File: src/rfet_pkg.sv
// package for the rf event timer and receive guard timer
package rfet_pkg;
  // register indices; byte address is four times the index
  localparam logic [6:0] IDX_GUARD = 7'h32;
  localparam logic [6:0] IDX_CFG = 7'h3f;
  localparam logic [6:0] IDX_PRESET = 7'h40;
  localparam logic [6:0] IDX_STATUS = 7'h41;
  localparam int ADDR_W = 9;
  localparam int CNT_W = 20;
  localparam int DIV_W = 8;
  // config field positions
  localparam int B_ON = 0;
  localparam int B_RELOAD = 1;
  localparam int B_SRC = 2;
  localparam int B_DIV_LO = 3;
  localparam int B_SINGLE = 6;
  localparam int B_NOW = 8;
  localparam int B_S_OWN_OFF = 10;
  localparam int B_S_OWN_ON = 11;
  localparam int B_S_FOR_OFF = 12;
  localparam int B_S_FOR_ON = 13;
  localparam int B_S_TX_END = 14;
  localparam int B_S_TX_BEG = 15;
  localparam int B_S_RX_END = 16;
  localparam int B_S_RX_BEG = 17;
  localparam int B_H_RX_ACT = 24;
  localparam int B_H_OWN_OFF = 25;
  localparam int B_H_OWN_ON = 26;
  localparam int B_H_FOR_OFF = 27;
  localparam int B_H_FOR_ON = 28;
  localparam int B_H_TX_BEG = 29;
  localparam int B_H_RX_BEG = 30;
  // writable bits of each register; start_immediately is not stored
  localparam logic [31:0] CFG_MASK = 32'h7f03_fc7f;
  localparam logic [31:0] GUARD_MASK = 32'h0fff_ffff;
  localparam logic [31:0] PRESET_MASK = 32'h000f_ffff;
  localparam logic [31:0] CFG_RST = 32'h0000_0000;
  localparam logic [31:0] GUARD_RST = 32'h0000_0000;
  localparam logic [31:0] PRESET_RST = 32'h0000_0000;
  // guard register fields
  localparam int G_PRE_LO = 0;
  localparam int G_VAL_LO = 8;
  // status register fields
  localparam int S_RUN = 20;
  localparam int S_EXP = 21;
  localparam int S_GUARD = 22;

  typedef struct packed {
    logic rx_begin;
    logic rx_end;
    logic tx_begin;
    logic tx_end;
    logic foreign_field_on;
    logic foreign_field_off;
    logic own_field_on;
    logic own_field_off;
    logic rx_activity;
  } rfet_evt_t;

  typedef enum logic [1:0] {
    ST_IDLE = 2'b01,
    ST_RUN = 2'b10
  } rfet_state_t;
endpackage

File: src/rfet_top.sv
// rf event timer with receive guard timer and avalon register slave
//////////////////////////////////////////////////////////////////////
// Overview of operation
// - timer runs only while event_timer_on (bit 0) is set.
// - auto_reload_on clear: expiry stops the timer with count held at zero.
// - auto_reload_on set: expiry loads the preset and keeps counting down.
// - single_run_mode: no reload by a new start while the timer is running.
// - tick_source_select zero: count at the 13.56 MHz interface tick.
// - tick_source_select one: count on the prescaler output.
// - tick_divider_select picks 6.78 MHz down to 53 kHz, halving per step.
// - start_immediately starts the timer at once.
// - start_on_receive_begin starts the timer at a frame's first bit.
// - start_on_receive_end starts the timer when reception ends.
// - transmit begin and transmit end each start the timer if enabled.
// - foreign field on and off each start the timer if enabled.
// - own field on and off each start the timer if enabled.
// - halt_on_receive_begin halts the timer at a frame's first bit.
// - halt_on_transmit_begin halts the timer when transmission begins.
// - foreign field on and off each halt the timer if enabled.
// - own field on and off each halt the timer if enabled.
// - halt_on_receive_activity halts the timer on receive activity.
// - guard reload value is 20 bits; zero disables the guard time.
// - guard timer has an 8-bit prescaler reloaded from the low byte.
// - the timer preset comes from a writable 20-bit field.
//
// Added by the designer: the Avalon-MM interface to the registers.
`timescale 1ns/1ns
`default_nettype none
module rfet_top #(
  parameter int CNT_W = rfet_pkg::CNT_W,
  parameter int DIV_W = rfet_pkg::DIV_W
) (
  // clock, reset, enable
  input wire logic core_clk,
  input wire logic srst,
  input wire logic ce,
  // avalon-mm slave
  input wire logic [rfet_pkg::ADDR_W-1:0] avs_address,
  input wire logic avs_read,
  input wire logic avs_write,
  input wire logic [31:0] avs_writedata,
  input wire logic [3:0] avs_byteenable,
  output logic [31:0] avs_readdata,
  output logic avs_waitrequest,
  // contactless interface
  input wire logic if_tick,
  input wire rfet_pkg::rfet_evt_t evt,
  // status
  output logic timer_running,
  output logic timer_expired,
  output logic guard_active
);
  //////////////////////////////////////////////////////////////////////
  logic [31:0] cfg_q;
  logic [31:0] guard_cfg_q;
  logic [31:0] preset_q;
  logic wait_q;
  logic now_q;
  logic exp_flag_q;
  rfet_pkg::rfet_state_t st_q;
  logic [CNT_W-1:0] cnt_q;
  logic [DIV_W-1:0] div_q;
  logic [DIV_W-1:0] g_pre_q;
  logic [CNT_W-1:0] g_cnt_q;
  logic [31:0] wmask;
  logic [6:0] idx;
  logic hit_ok;
  logic req;
  logic acc;
  logic wr_cfg;
  logic [2:0] div_sel;
  logic [DIV_W-1:0] div_mask;
  logic pre_tick;
  logic tick;
  logic start_hit;
  logic stop_hit;
  logic run;
  logic exp_now;
  logic [CNT_W-1:0] preset;
  logic [CNT_W-1:0] g_val;
  logic [DIV_W-1:0] g_pre;
  logic clr_exp;

  assign wmask = {{8{avs_byteenable[3]}}, {8{avs_byteenable[2]}},
                  {8{avs_byteenable[1]}}, {8{avs_byteenable[0]}}};
  assign idx = avs_address[rfet_pkg::ADDR_W-1:2];
  assign hit_ok = avs_address[1:0] == 2'h0;
  assign req = avs_read | avs_write;
  // request is taken at the edge where waitrequest is seen low
  assign acc = ce & req & ~wait_q;
  assign wr_cfg = acc & avs_write & hit_ok & (idx == rfet_pkg::IDX_CFG);
  assign clr_exp = acc & avs_write & hit_ok & (idx == rfet_pkg::IDX_STATUS)
                   & avs_byteenable[2] & avs_writedata[rfet_pkg::S_EXP];
  assign run = st_q == rfet_pkg::ST_RUN;
  assign preset = preset_q[CNT_W-1:0];
  assign g_val = guard_cfg_q[rfet_pkg::G_VAL_LO +: CNT_W];
  assign g_pre = guard_cfg_q[rfet_pkg::G_PRE_LO +: DIV_W];

  //////////////////////////////////////////////////////////////////////
  // bus handshake: one wait cycle, then a one-cycle acknowledge
  always_ff @(posedge core_clk) begin
    if (srst) begin
      wait_q <= 1'b1;
    end else if (ce) begin
      wait_q <= ~(req & wait_q);
    end
  end

  always_ff @(posedge core_clk) begin
    if (srst) begin
      avs_readdata <= 32'h0000_0000;
    end else if (ce && avs_read && wait_q) begin
      if (!hit_ok) begin
        avs_readdata <= 32'h0000_0000;
      end else begin
        unique case (idx)
          rfet_pkg::IDX_GUARD: avs_readdata <= guard_cfg_q;
          rfet_pkg::IDX_CFG: avs_readdata <= cfg_q;
          rfet_pkg::IDX_PRESET: avs_readdata <= preset_q;
          rfet_pkg::IDX_STATUS: begin
            avs_readdata <= 32'h0000_0000;
            avs_readdata[CNT_W-1:0] <= cnt_q;
            avs_readdata[rfet_pkg::S_RUN] <= run;
            avs_readdata[rfet_pkg::S_EXP] <= exp_flag_q;
            avs_readdata[rfet_pkg::S_GUARD] <= guard_active;
          end
          default: avs_readdata <= 32'h0000_0000;
        endcase
      end
    end
  end

  always_ff @(posedge core_clk) begin
    if (srst) begin
      avs_waitrequest <= 1'b1;
    end else if (ce) begin
      avs_waitrequest <= ~(req & wait_q);
    end
  end

  //////////////////////////////////////////////////////////////////////
  // configuration registers
  always_ff @(posedge core_clk) begin
    if (srst) begin
      cfg_q <= rfet_pkg::CFG_RST;
    end else if (wr_cfg) begin
      cfg_q <= (cfg_q & ~(wmask & rfet_pkg::CFG_MASK)) | (avs_writedata & wmask & rfet_pkg::CFG_MASK);
    end
  end

  always_ff @(posedge core_clk) begin
    if (srst) begin
      guard_cfg_q <= rfet_pkg::GUARD_RST;
    end else if (acc && avs_write && hit_ok && idx == rfet_pkg::IDX_GUARD) begin
      guard_cfg_q <= (guard_cfg_q & ~(wmask & rfet_pkg::GUARD_MASK))
                     | (avs_writedata & wmask & rfet_pkg::GUARD_MASK);
    end
  end

  always_ff @(posedge core_clk) begin
    if (srst) begin
      preset_q <= rfet_pkg::PRESET_RST;
    end else if (acc && avs_write && hit_ok && idx == rfet_pkg::IDX_PRESET) begin
      preset_q <= (preset_q & ~(wmask & rfet_pkg::PRESET_MASK))
                  | (avs_writedata & wmask & rfet_pkg::PRESET_MASK);
    end
  end

  // start_immediately is a write strobe, it reads back as zero
  always_ff @(posedge core_clk) begin
    if (srst) begin
      now_q <= 1'b0;
    end else if (ce) begin
      now_q <= wr_cfg & avs_byteenable[1] & avs_writedata[rfet_pkg::B_NOW];
    end
  end

  //////////////////////////////////////////////////////////////////////
  // tick source: divide the interface tick by 2 << tick_divider_select
  assign div_sel = cfg_q[rfet_pkg::B_DIV_LO +: 3];
  assign div_mask = DIV_W'((9'h002 << div_sel) - 9'h001);
  assign pre_tick = if_tick & ((div_q & div_mask) == div_mask);
  assign tick = cfg_q[rfet_pkg::B_SRC] ? pre_tick : if_tick;

  always_ff @(posedge core_clk) begin
    if (srst) begin
      div_q <= '0;
    end else if (ce && if_tick) begin
      div_q <= div_q + DIV_W'(1);
    end
  end

  //////////////////////////////////////////////////////////////////////
  // start and halt events
  always_comb begin
    start_hit = now_q;
    start_hit |= cfg_q[rfet_pkg::B_S_RX_BEG] & evt.rx_begin;
    start_hit |= cfg_q[rfet_pkg::B_S_RX_END] & evt.rx_end;
    start_hit |= cfg_q[rfet_pkg::B_S_TX_BEG] & evt.tx_begin;
    start_hit |= cfg_q[rfet_pkg::B_S_TX_END] & evt.tx_end;
    start_hit |= cfg_q[rfet_pkg::B_S_FOR_ON] & evt.foreign_field_on;
    start_hit |= cfg_q[rfet_pkg::B_S_FOR_OFF] & evt.foreign_field_off;
    start_hit |= cfg_q[rfet_pkg::B_S_OWN_ON] & evt.own_field_on;
    start_hit |= cfg_q[rfet_pkg::B_S_OWN_OFF] & evt.own_field_off;
  end

  always_comb begin
    stop_hit = cfg_q[rfet_pkg::B_H_RX_BEG] & evt.rx_begin;
    stop_hit |= cfg_q[rfet_pkg::B_H_TX_BEG] & evt.tx_begin;
    stop_hit |= cfg_q[rfet_pkg::B_H_FOR_ON] & evt.foreign_field_on;
    stop_hit |= cfg_q[rfet_pkg::B_H_FOR_OFF] & evt.foreign_field_off;
    stop_hit |= cfg_q[rfet_pkg::B_H_OWN_ON] & evt.own_field_on;
    stop_hit |= cfg_q[rfet_pkg::B_H_OWN_OFF] & evt.own_field_off;
    stop_hit |= cfg_q[rfet_pkg::B_H_RX_ACT] & evt.rx_activity;
  end

  // expiry on the tick that takes the count to zero
  assign exp_now = run & cfg_q[rfet_pkg::B_ON] & ~stop_hit & tick & (cnt_q <= CNT_W'(1));

  //////////////////////////////////////////////////////////////////////
  // main timer; a halt beats a start in the same cycle
  always_ff @(posedge core_clk) begin
    if (srst) begin
      st_q <= rfet_pkg::ST_IDLE;
      cnt_q <= '0;
    end else if (ce) begin
      if (!cfg_q[rfet_pkg::B_ON]) begin
        st_q <= rfet_pkg::ST_IDLE;
      end else if (stop_hit) begin
        st_q <= rfet_pkg::ST_IDLE;
      end else if (start_hit && !(run && cfg_q[rfet_pkg::B_SINGLE])) begin
        st_q <= rfet_pkg::ST_RUN;
        cnt_q <= preset;
      end else if (exp_now && cfg_q[rfet_pkg::B_RELOAD]) begin
        cnt_q <= preset;
      end else if (exp_now) begin
        st_q <= rfet_pkg::ST_IDLE;
        cnt_q <= '0;
      end else if (run && tick) begin
        cnt_q <= cnt_q - CNT_W'(1);
      end
    end
  end

  // sticky expiry flag, write one to clear; a new expiry wins
  always_ff @(posedge core_clk) begin
    if (srst) begin
      exp_flag_q <= 1'b0;
    end else if (ce) begin
      exp_flag_q <= exp_now | (exp_flag_q & ~clr_exp);
    end
  end

  always_ff @(posedge core_clk) begin
    if (srst) begin
      timer_expired <= 1'b0;
      timer_running <= 1'b0;
    end else if (ce) begin
      timer_expired <= exp_now;
      timer_running <= run;
    end
  end

  //////////////////////////////////////////////////////////////////////
  // receive guard: armed at transmit end, blocks the receiver until done
  always_ff @(posedge core_clk) begin
    if (srst) begin
      g_cnt_q <= '0;
      g_pre_q <= '0;
      guard_active <= 1'b0;
    end else if (ce) begin
      if (g_val == '0) begin
        guard_active <= 1'b0;
        g_cnt_q <= '0;
      end else if (evt.tx_end) begin
        guard_active <= 1'b1;
        g_cnt_q <= g_val;
        g_pre_q <= g_pre;
      end else if (guard_active && if_tick) begin
        if (g_pre_q != '0) begin
          g_pre_q <= g_pre_q - DIV_W'(1);
        end else begin
          g_pre_q <= g_pre;
          g_cnt_q <= g_cnt_q - CNT_W'(1);
          guard_active <= g_cnt_q > CNT_W'(1);
        end
      end
    end
  end

  //////////////////////////////////////////////////////////////////////
  // checks
  a_disabled_idle: assert property (@(posedge core_clk) disable iff (srst)
    ce && !cfg_q[rfet_pkg::B_ON] |=> !run)
    else $error("timer runs while disabled");

  a_stop_at_zero: assert property (@(posedge core_clk) disable iff (srst)
    ce && exp_now && !start_hit && !cfg_q[rfet_pkg::B_RELOAD] |=> !run && cnt_q == '0)
    else $error("timer did not stop at zero");

  a_reload_expiry: assert property (@(posedge core_clk) disable iff (srst)
    ce && exp_now && cfg_q[rfet_pkg::B_RELOAD] |=> run && cnt_q == $past(preset))
    else $error("timer did not reload on expiry");

  a_single_no_reload: assert property (@(posedge core_clk) disable iff (srst)
    ce && run && cfg_q[rfet_pkg::B_SINGLE] && cfg_q[rfet_pkg::B_ON] && !stop_hit && !tick
    |=> cnt_q == $past(cnt_q))
    else $error("single run timer reloaded early");

  a_fast_decrement: assert property (@(posedge core_clk) disable iff (srst)
    ce && run && !cfg_q[rfet_pkg::B_SRC] && if_tick && cnt_q > CNT_W'(1) && !start_hit && !stop_hit
    && cfg_q[rfet_pkg::B_ON] |=> cnt_q == $past(cnt_q) - CNT_W'(1))
    else $error("count missed interface tick");

  a_divided_tick: assert property (@(posedge core_clk) disable iff (srst)
    ce && cfg_q[rfet_pkg::B_SRC] && div_sel == 3'h0 && if_tick && div_q[0] == 1'b0 && run
    && !start_hit && !stop_hit && cfg_q[rfet_pkg::B_ON] |=> cnt_q == $past(cnt_q))
    else $error("prescaled timer counted on an odd tick");

  a_start_now: assert property (@(posedge core_clk) disable iff (srst)
    ce && wr_cfg && avs_byteenable[1] && avs_writedata[rfet_pkg::B_NOW] && avs_writedata[rfet_pkg::B_ON]
    && avs_byteenable[0] ##1 ce && !stop_hit && !run |=> run && cnt_q == $past(preset))
    else $error("immediate start failed");

  a_halt_event: assert property (@(posedge core_clk) disable iff (srst)
    ce && stop_hit |=> !run ##1 !timer_running)
    else $error("halt event ignored");

  a_guard_off: assert property (@(posedge core_clk) disable iff (srst)
    ce && g_val == '0 |=> !guard_active)
    else $error("guard active with zero value");

  // reset still acts while ce is low, so only a held enable promises frozen state
  a_frozen_state: assert property (@(posedge core_clk) disable iff (srst)
    !ce |=> $stable(cnt_q) && $stable(st_q) && $stable(g_cnt_q) && $stable(avs_waitrequest))
    else $error("state moved with clock enable low");

  a_one_wait: assert property (@(posedge core_clk) disable iff (srst)
    ce && (req || !avs_waitrequest) |=> avs_waitrequest == !$past(avs_waitrequest))
    else $error("bus answer not after one wait cycle");

  a_prescale_hold: assert property (@(posedge core_clk) disable iff (srst)
    ce && run && cfg_q[rfet_pkg::B_SRC] && !pre_tick && !start_hit && !stop_hit
    |=> cnt_q == $past(cnt_q))
    else $error("prescaled timer counted without a divided tick");

  a_event_start: assert property (@(posedge core_clk) disable iff (srst)
    ce && cfg_q[rfet_pkg::B_ON] && start_hit && !stop_hit && !run |=> run && cnt_q == $past(preset))
    else $error("start event did not load the preset");

  a_tick_decrement: assert property (@(posedge core_clk) disable iff (srst)
    ce && run && tick && cnt_q > CNT_W'(1) && !start_hit && !stop_hit && cfg_q[rfet_pkg::B_ON]
    |=> cnt_q == $past(cnt_q) - CNT_W'(1))
    else $error("count missed a selected tick");

  a_expiry_pulse: assert property (@(posedge core_clk) disable iff (srst)
    ce && exp_now |=> timer_expired && exp_flag_q)
    else $error("expiry not flagged");

  a_guard_arm: assert property (@(posedge core_clk) disable iff (srst)
    ce && g_val != '0 && evt.tx_end |=> guard_active && g_cnt_q == $past(g_val) && g_pre_q == $past(g_pre))
    else $error("guard did not load its reload values");

  a_guard_prescale: assert property (@(posedge core_clk) disable iff (srst)
    ce && guard_active && if_tick && g_val != '0 && !evt.tx_end && g_pre_q != '0
    |=> g_cnt_q == $past(g_cnt_q) && g_pre_q == $past(g_pre_q) - DIV_W'(1))
    else $error("guard prescaler did not step");

  a_guard_step: assert property (@(posedge core_clk) disable iff (srst)
    ce && guard_active && if_tick && g_val != '0 && !evt.tx_end && g_pre_q == '0
    |=> g_cnt_q == $past(g_cnt_q) - CNT_W'(1) && g_pre_q == $past(g_pre))
    else $error("guard count did not step");
endmodule
`default_nettype wire

File: config.mk
export PLATFORM = sky130hd
export DESIGN_NAME = rfet_top
export DESIGN_NICKNAME = d
export VERILOG_FILES = /design/src/rfet_pkg.sv /design/src/rfet_top.sv
export SDC_FILE = /design/constraint.sdc
export NUM_CORES = 1
export LEC_CHECK = 0
export BUFFER_PORTS_ARGS = -buffer_cell sky130_fd_sc_hd__buf_2
export CORE_UTILIZATION = 45
export DETAILED_ROUTE_END_ITERATION = 8
export PLACE_DENSITY = 0.6
export REMOVE_ABC_BUFFERS = 1
export SYNTH_ARGS = -nofsm -noshare
export SYNTH_HDL_FRONTEND = slang
export SYNTH_SLANG_ARGS = --single-unit
File: constraint.sdc
create_clock -name core_clk -period 3.1 [get_ports core_clk]
set_clock_uncertainty 0.05 [all_clocks]
set_input_delay 0.62 -clock core_clk [delete_from_list [all_inputs] [get_ports core_clk]]
set_output_delay 0.62 -clock core_clk [all_outputs]
set_load 0.1 [all_outputs]
==> results of run 1 <==
## layer usage
| metal | track usage, % | routed length [um] | vias up |
|---|---|---|---|
| li1 | - | - | 3719 |
| met1 | 37.96 | 11750 | 3683 |
| met2 | 43.91 | 11310 | 248 |
| met3 | 5.705 | 1513 | 28 |
| met4 | 8.580 | 448 | 0 |
| met5 | 0 | 0 | - |
## area by class of cell
cell class | instances | area (sq um)
inverter | 30 | 112.6
clock inverter | 12 | 152.6
sequential | 165 | 3303
tap | 225 | 281.5
clock buffer | 20 | 456.7
multi-input combinational | 711 | 4412
fill | 1675 | 7900
antenna | 2 | 5.005
timing repair buffer | 133 | 793.3
## worst max-delay path by stage
stage / to / depth (start not counted) / slack (ns)
3_3_place_gp: cnt_q[1] / 9 / 0.23
2_1_floorplan: avs_readdata[18] / 5 / -0.30
4_1_cts: cnt_q[9] / 10 / 0.29
5_1_grt: cnt_q[18] / 10 / 0.11
3_5_place_dp: cnt_q[1] / 9 / 0.28
6_report: cnt_q[9] / 10 / 0.27
## cell families (layout without fill, tap and decap cells)
group                    count (synthesis)  count (layout)
other                                    1               3
XOR/XNOR                                12              12
AND/OR/NAND/NOR                        364             364
flip-flops                             165             165
buffers and inverters                   87             195
adder cells (fa/ha/maj)                  8               8
multiplexers                            72              72
AO/OA/AOI/OAI                          254             254
## stage by stage
stage,total power [mW],instances,worst slack [ns]
2_1_floorplan,2.263,906,-0.3024
6_report,4.568,1298,0.2662
3_3_place_gp,2.403,1264,0.2301
4_1_cts,4.592,1296,0.2866
5_1_grt,4.716,1296,0.1139
3_5_place_dp,2.403,1264,0.2774
## synth_stat cells (all sizes together) (16+ instances only)
master,n,share of area [%]
nor2,166,7.9
dfxtp,165,41
a21oi,90,5.6
nand2,76,3.5
mux2i,72,8.9
clkbuf,44,2.0
o21ai,40,2.6
nor3,33,2.5
inv,29,1.3
a222oi,21,2.6
a22oi,20,1.9
nor4,19,1.9
nand3,16,0.99
## worst reg2reg max path: cells and delay by family (launching register included)
kind,cells,cell delay [ns]
fa+ha+maj,1,0.25
compound gates,4,1.28
simple gates,3,0.50
buf+inv,2,0.28
flops,1,0.34
## power groups by stage
stage          Sequential [mW]  Combinational (mW)  Clock [mW]
2_1_floorplan             2.18              0.0796           0
3_3_place_gp              2.18               0.225           0
3_5_place_dp              2.18               0.224           0
4_1_cts                   2.13               0.225        2.24
5_1_grt                   2.13               0.245        2.34
6_report                  2.13               0.227        2.21
==> impl_metrics.yaml, run 1 <==
clock_tree:
  htree_num_levels: 4
  insertion_delay_ns: 0.43
  clkTransAtPathRegs_ns: 0.07
  cts.root.buffer_cell: "clkbuf_16"
  cts_resized: 0
  clock-sinks: 165
  cts_setup_buffers: 0
  cts_tree: "built"
  postCtsHoldBufs: 0
  ctsLongestPathBuffers: 2
  cts_inserted_buffers: 17
pwr:
  ir_drop_mv: 0.5954
  power_density_mw_per_mm2: 480.0
  p_leak_nw: 3.521
  switching_power_mw: 1.064
  power_frac_clock_pct: 48.4
  power_frac_seq_pct: 46.6
  comb_power_share_pct: 5.0
  switching_share_pct: 23.29
  internal_power_mw: 3.504
hold_path:
  whs_path_depth: 3
  worstHoldStart: "avs_writedata[28]"
  min_path_type: "input port to register"
sta:
  post-route-period-util_pct: 91.41
  tightest_slew_ns: 0.7747
  grt_setup_unrepaired: "no"
  whs_ns: 0.3730
  relSlewSlack_pct: 47.96
  setup_tns_ns: 0
  setup-violations-final: 0
  period_needed_ns: 2.834
  finalMaxSlewViolations: 0
  hold_viol: 0
  fmax_ghz: 0.3529
route:
  wl_mm: 25.03
  vias: 7678
  via_per_inst: 5.915
  drc: 0
  dr.pass1.iters: 8
  antenna_left: 0
  drt_iter0_drc: 697
  wl_per_cell_um: 19.28
synthesis:
  ys_seq_elements: 165
  avgSynthCellArea_sq_um: 8.376
  synth_ff_type: "dfxtp_1"
  yosysSeqAreaShare_pct: 40.95
  syn_inst: 963
  synth_xor_xnor_area_share_pct: 1.303
  muxShareOfSynthArea_pct: 8.934
  synth_fa_ha_area_share_pct: 1.241
  netlist_area_sq_mm: 0.008066
  synth_cell_types: 69
  synth_edf_count: 0
  synth_compound_area_share_pct: 21.64
  yosysWarnings: 0
  synth_top_family_by_area: "compound AO/OA/AOI/OAI gates"
  synthSimpleGateAreaFrac_pct: 21.37
  postSynth.asyncResetShare_pct: 0
grt:
  grt_pass1_wl_mm: 39.12
  grt_use_total_pct: 27.82
  grt_pass1_vias: 7138
  antenna_found_initial: 2
  grt_max_degree: 157
  gr-total-overflow: 0
floorplan:
  start_util_pct: 46.31
  die_y_um: 135.9
  num_io_pins: 96
  die_w_um: 135.9
  coreArea_sq_mm: 0.01742
  dieArea_sq_mm: 0.01846
  rows: 48
setup_path:
  worst-path-buf-inv: 2
  worstPathMaxFanout: 23
  critPathMaxStageDelay_ns: 0.48
  r2r_end: "cnt_q[9]"
  worstPathArrival_ns: 3.07
  worstSetupPathType: "register to register"
  reg2reg_depth: 10
  worst_setup_path_end_kind: "register"
  path_cells: "nor3_2 -> inv_1 -> ha_1 -> and3_1 -> o311ai_1 -> o2111a_1 -> a21oi_2 -> buf_12 -> a221oi_1 -> nor3_1"
  r2r_slack_ns: 0.27
  cp.required_ns: 3.34
  cp_top_family: "compound AO/OA/AOI/OAI gates"
  crit_slowest_cell: "o311ai_1"
  worstSetupStartpointType: "register"
finish:
  drive_gt1_share_pct: 17.55
  final_common_cell: "dfxtp_1"
  utilization_pct: 54.64
  layout_common_cells: "dfxtp_1, nor2_1, buf_2, a21oi_1, nand2_1"
  area_delta_synth_final_pct: 17.98
  nets: 1126
  fin_area_sq_mm: 0.009517
placed_design:
  hpwlAfterDp_mm: 17.59
  placed_area_sq_mm: 0.008902
  io_buffers: 93
  gp_congestion: 0.8783
run_status:
  status: "finished, final reports clean"
job:
  drv_cap: 0
No activity file was read; power rests on OpenSTA's default activity.
==> run 2, diff against run 1 <==
--- a/config.mk
+++ b/config.mk
@@ -9,5 +9,5 @@
 export CORE_UTILIZATION = 45
 export DETAILED_ROUTE_END_ITERATION = 8
-export PLACE_DENSITY = 0.6
+export PLACE_DENSITY_LB_ADDON = 0.25
 export REMOVE_ABC_BUFFERS = 1
 export SYNTH_ARGS = -nofsm -noshare
==> constraint.sdc (replaced) <==
create_clock -name core_clk -period 3.1 [get_ports core_clk]
set_clock_uncertainty 0.05 [all_clocks]
set_input_delay 0 -clock core_clk [delete_from_list [all_inputs] [get_ports core_clk]]
set_output_delay 0 -clock core_clk [all_outputs]
set_load 0.1 [all_outputs]
==> impl_metrics.yaml, run 2 (synthesis results as in run 1) <==
finish:
  area_delta_synth_final_pct: 21.41
  diodes: 0
  fin_area_sq_mm: 0.009793
  fillers: 1632
  final_common_cell: "dfxtp_1"
  drive_gt1_share_pct: 16.10
  layout_common_cells: "dfxtp_1, nor2_1, buf_2, a21oi_1, nand2_1"
  utilization_pct: 56.23
  nets: 1149
sta:
  relSlewSlack_pct: 43.16
  setup_tns_ns: 0
  setup-violations-final: 0
  setup_ws_ns: 0.2870
  hold_viol: 0
  grt_setup_unrepaired: "no"
  finalMaxSlewViolations: 0
  period_needed_ns: 2.813
  fmax_ghz: 0.3555
  post-route-period-util_pct: 90.74
  tightest_slew_ns: 0.8526
grt:
  grt_pass1_vias: 7272
  grt_use_total_pct: 28.07
  antenna_found_initial: 0
  gr-total-overflow: 0
  grt_pass1_wl_mm: 39.59
  grt_max_degree: 81
setup_path:
  r2r_slack_ns: 0.29
  worstSetupStartpointType: "register"
  worstPathMaxFanout: 30
  worst_setup_path_end_kind: "register"
  reg2reg_depth: 10
  cp.required_ns: 3.33
  worstSetupPathType: "register to register"
  crit_slowest_cell: "dfxtp_1"
  critPathMaxStageDelay_ns: 0.41
  r2r_end: "cnt_q[14]"
  worstPathArrival_ns: 3.05
  path_cells: "nor3_2 -> inv_1 -> ha_1 -> and3_1 -> o311ai_1 -> o2111a_1 -> a21oi_2 -> buf_4 -> a32oi_1 -> o32ai_1"
route:
  wl_mm: 25.21
  dr.pass1.iters: 6
  vias: 7786
  drc: 0
  via_per_inst: 5.907
  drt_iter0_drc: 892
  wl_per_cell_um: 19.13
  antenna_left: 0
hold_path:
  min_path_type: "input port to register"
  hold_end: "avs_waitrequest"
  whs_path_depth: 3
  worstHoldStart: "srst"
pwr:
  internal_power_mw: 3.670
  finalPower_mw: 4.738
  power_frac_seq_pct: 45.0
  switching_share_pct: 22.55
  power_density_mw_per_mm2: 483.9
  ir_drop_mv: 0.3803
  switching_power_mw: 1.068
  power_frac_clock_pct: 49.6
  p_leak_nw: 3.622
  comb_power_share_pct: 5.5
clock_tree:
  cts.root.buffer_cell: "clkbuf_16"
  htree_num_levels: 4
  cts_inserted_buffers: 17
  cts_tree: "built"
  clock-sinks: 165
  ctsLongestPathBuffers: 2
  insertion_delay_ns: 0.43
  clkTransAtPathRegs_ns: 0.06
floorplan:
  rows: 48
  start_util_pct: 46.31
  die_w_um: 135.9
  die_y_um: 135.9
  num_io_pins: 96
  coreArea_sq_mm: 0.01742
  dieArea_sq_mm: 0.01846
placed_design:
  hpwlAfterDp_mm: 16.88
  gp_congestion: 0.9002
  pre_cts_slack_ns: 0.3483
  placed_area_sq_mm: 0.008807
  io_buffers: 93
job:
  drv_cap: 0
run_status:
  status: "finished, final reports clean"
## run 2: cell count changes in the layout (fill, tap and decap cells not counted), moves of 2 or more
cell	change
bufinv_16	+2
diode_2	-2
clkinv_4	+2
clkinvlp_4	-3
buf_4	-10
dlygate4sd3_1	+34
## run 2: final cells by class
type,instances,area [sq um],share of cell area [%]
Clock buffer,19,442.9,4.523
Multi-Input combinational cell,711,4412,45.05
Inverter,30,112.6,1.150
Sequential cell,165,3303,33.73
Clock inverter,12,202.7,2.070
Tap cell,225,281.5,2.875
Timing Repair Buffer,156,1039,10.60
## run 2: layer usage
metal	share of wire, %	track usage, %
met5	0	0
met4	2.3	9.691
met3	6.1	5.369
met2	46	45.04
met1	45	37.58
## run 2: metrics by stage
stage / instances / hold slack (ns)
final: 1318 / 0.01372
after global placement: 1253 / 0.1865
after CTS: 1318 / 0.003734
after detailed placement: 1253 / 0.1907
after floorplan: 906 / 0.01907
after global routing: 1318 / 0.006952
## run 2: power groups by stage
stage | registers (mW) | clock network [mW] | logic [mW]
final | 2.13 | 2.35 | 0.259
after global placement | 2.18 | 0 | 0.222
after CTS | 2.13 | 2.38 | 0.255
after floorplan | 2.18 | 0 | 0.0796
after detailed placement | 2.18 | 0 | 0.221
after global routing | 2.13 | 2.46 | 0.280
## run 2: critical path, delay by kind of cell, from the launching register on
family	cells	cell delay, ns
AO/OA/AOI/OAI	5	1.20
AND/OR/NAND/NOR	2	0.43
flip-flops	1	0.41
buffers and inverters	2	0.33
adder cells (fa/ha/maj)	1	0.25
## run 2: timing repair
action,in CTS,in global routing
hold buffers,34,0
endpoints found under the setup margin,0,0
hold endpoints to repair,73,0
setup buffers,0,0
gates resized for setup,0,0
## run 2: how the worst max path moves through the flow
stage | depth (start not counted) | to | slack, ns | startpoint
after floorplan | 5 | avs_readdata[18] | -0.30 | avs_waitrequest
after global placement | 10 | cnt_q[6] | 0.42 | register
after detailed placement | 10 | cnt_q[1] | 0.35 | register
after CTS | 10 | cnt_q[6] | 0.33 | register
after global routing | 10 | cnt_q[17] | 0.12 | register
final | 10 | cnt_q[14] | 0.29 | register
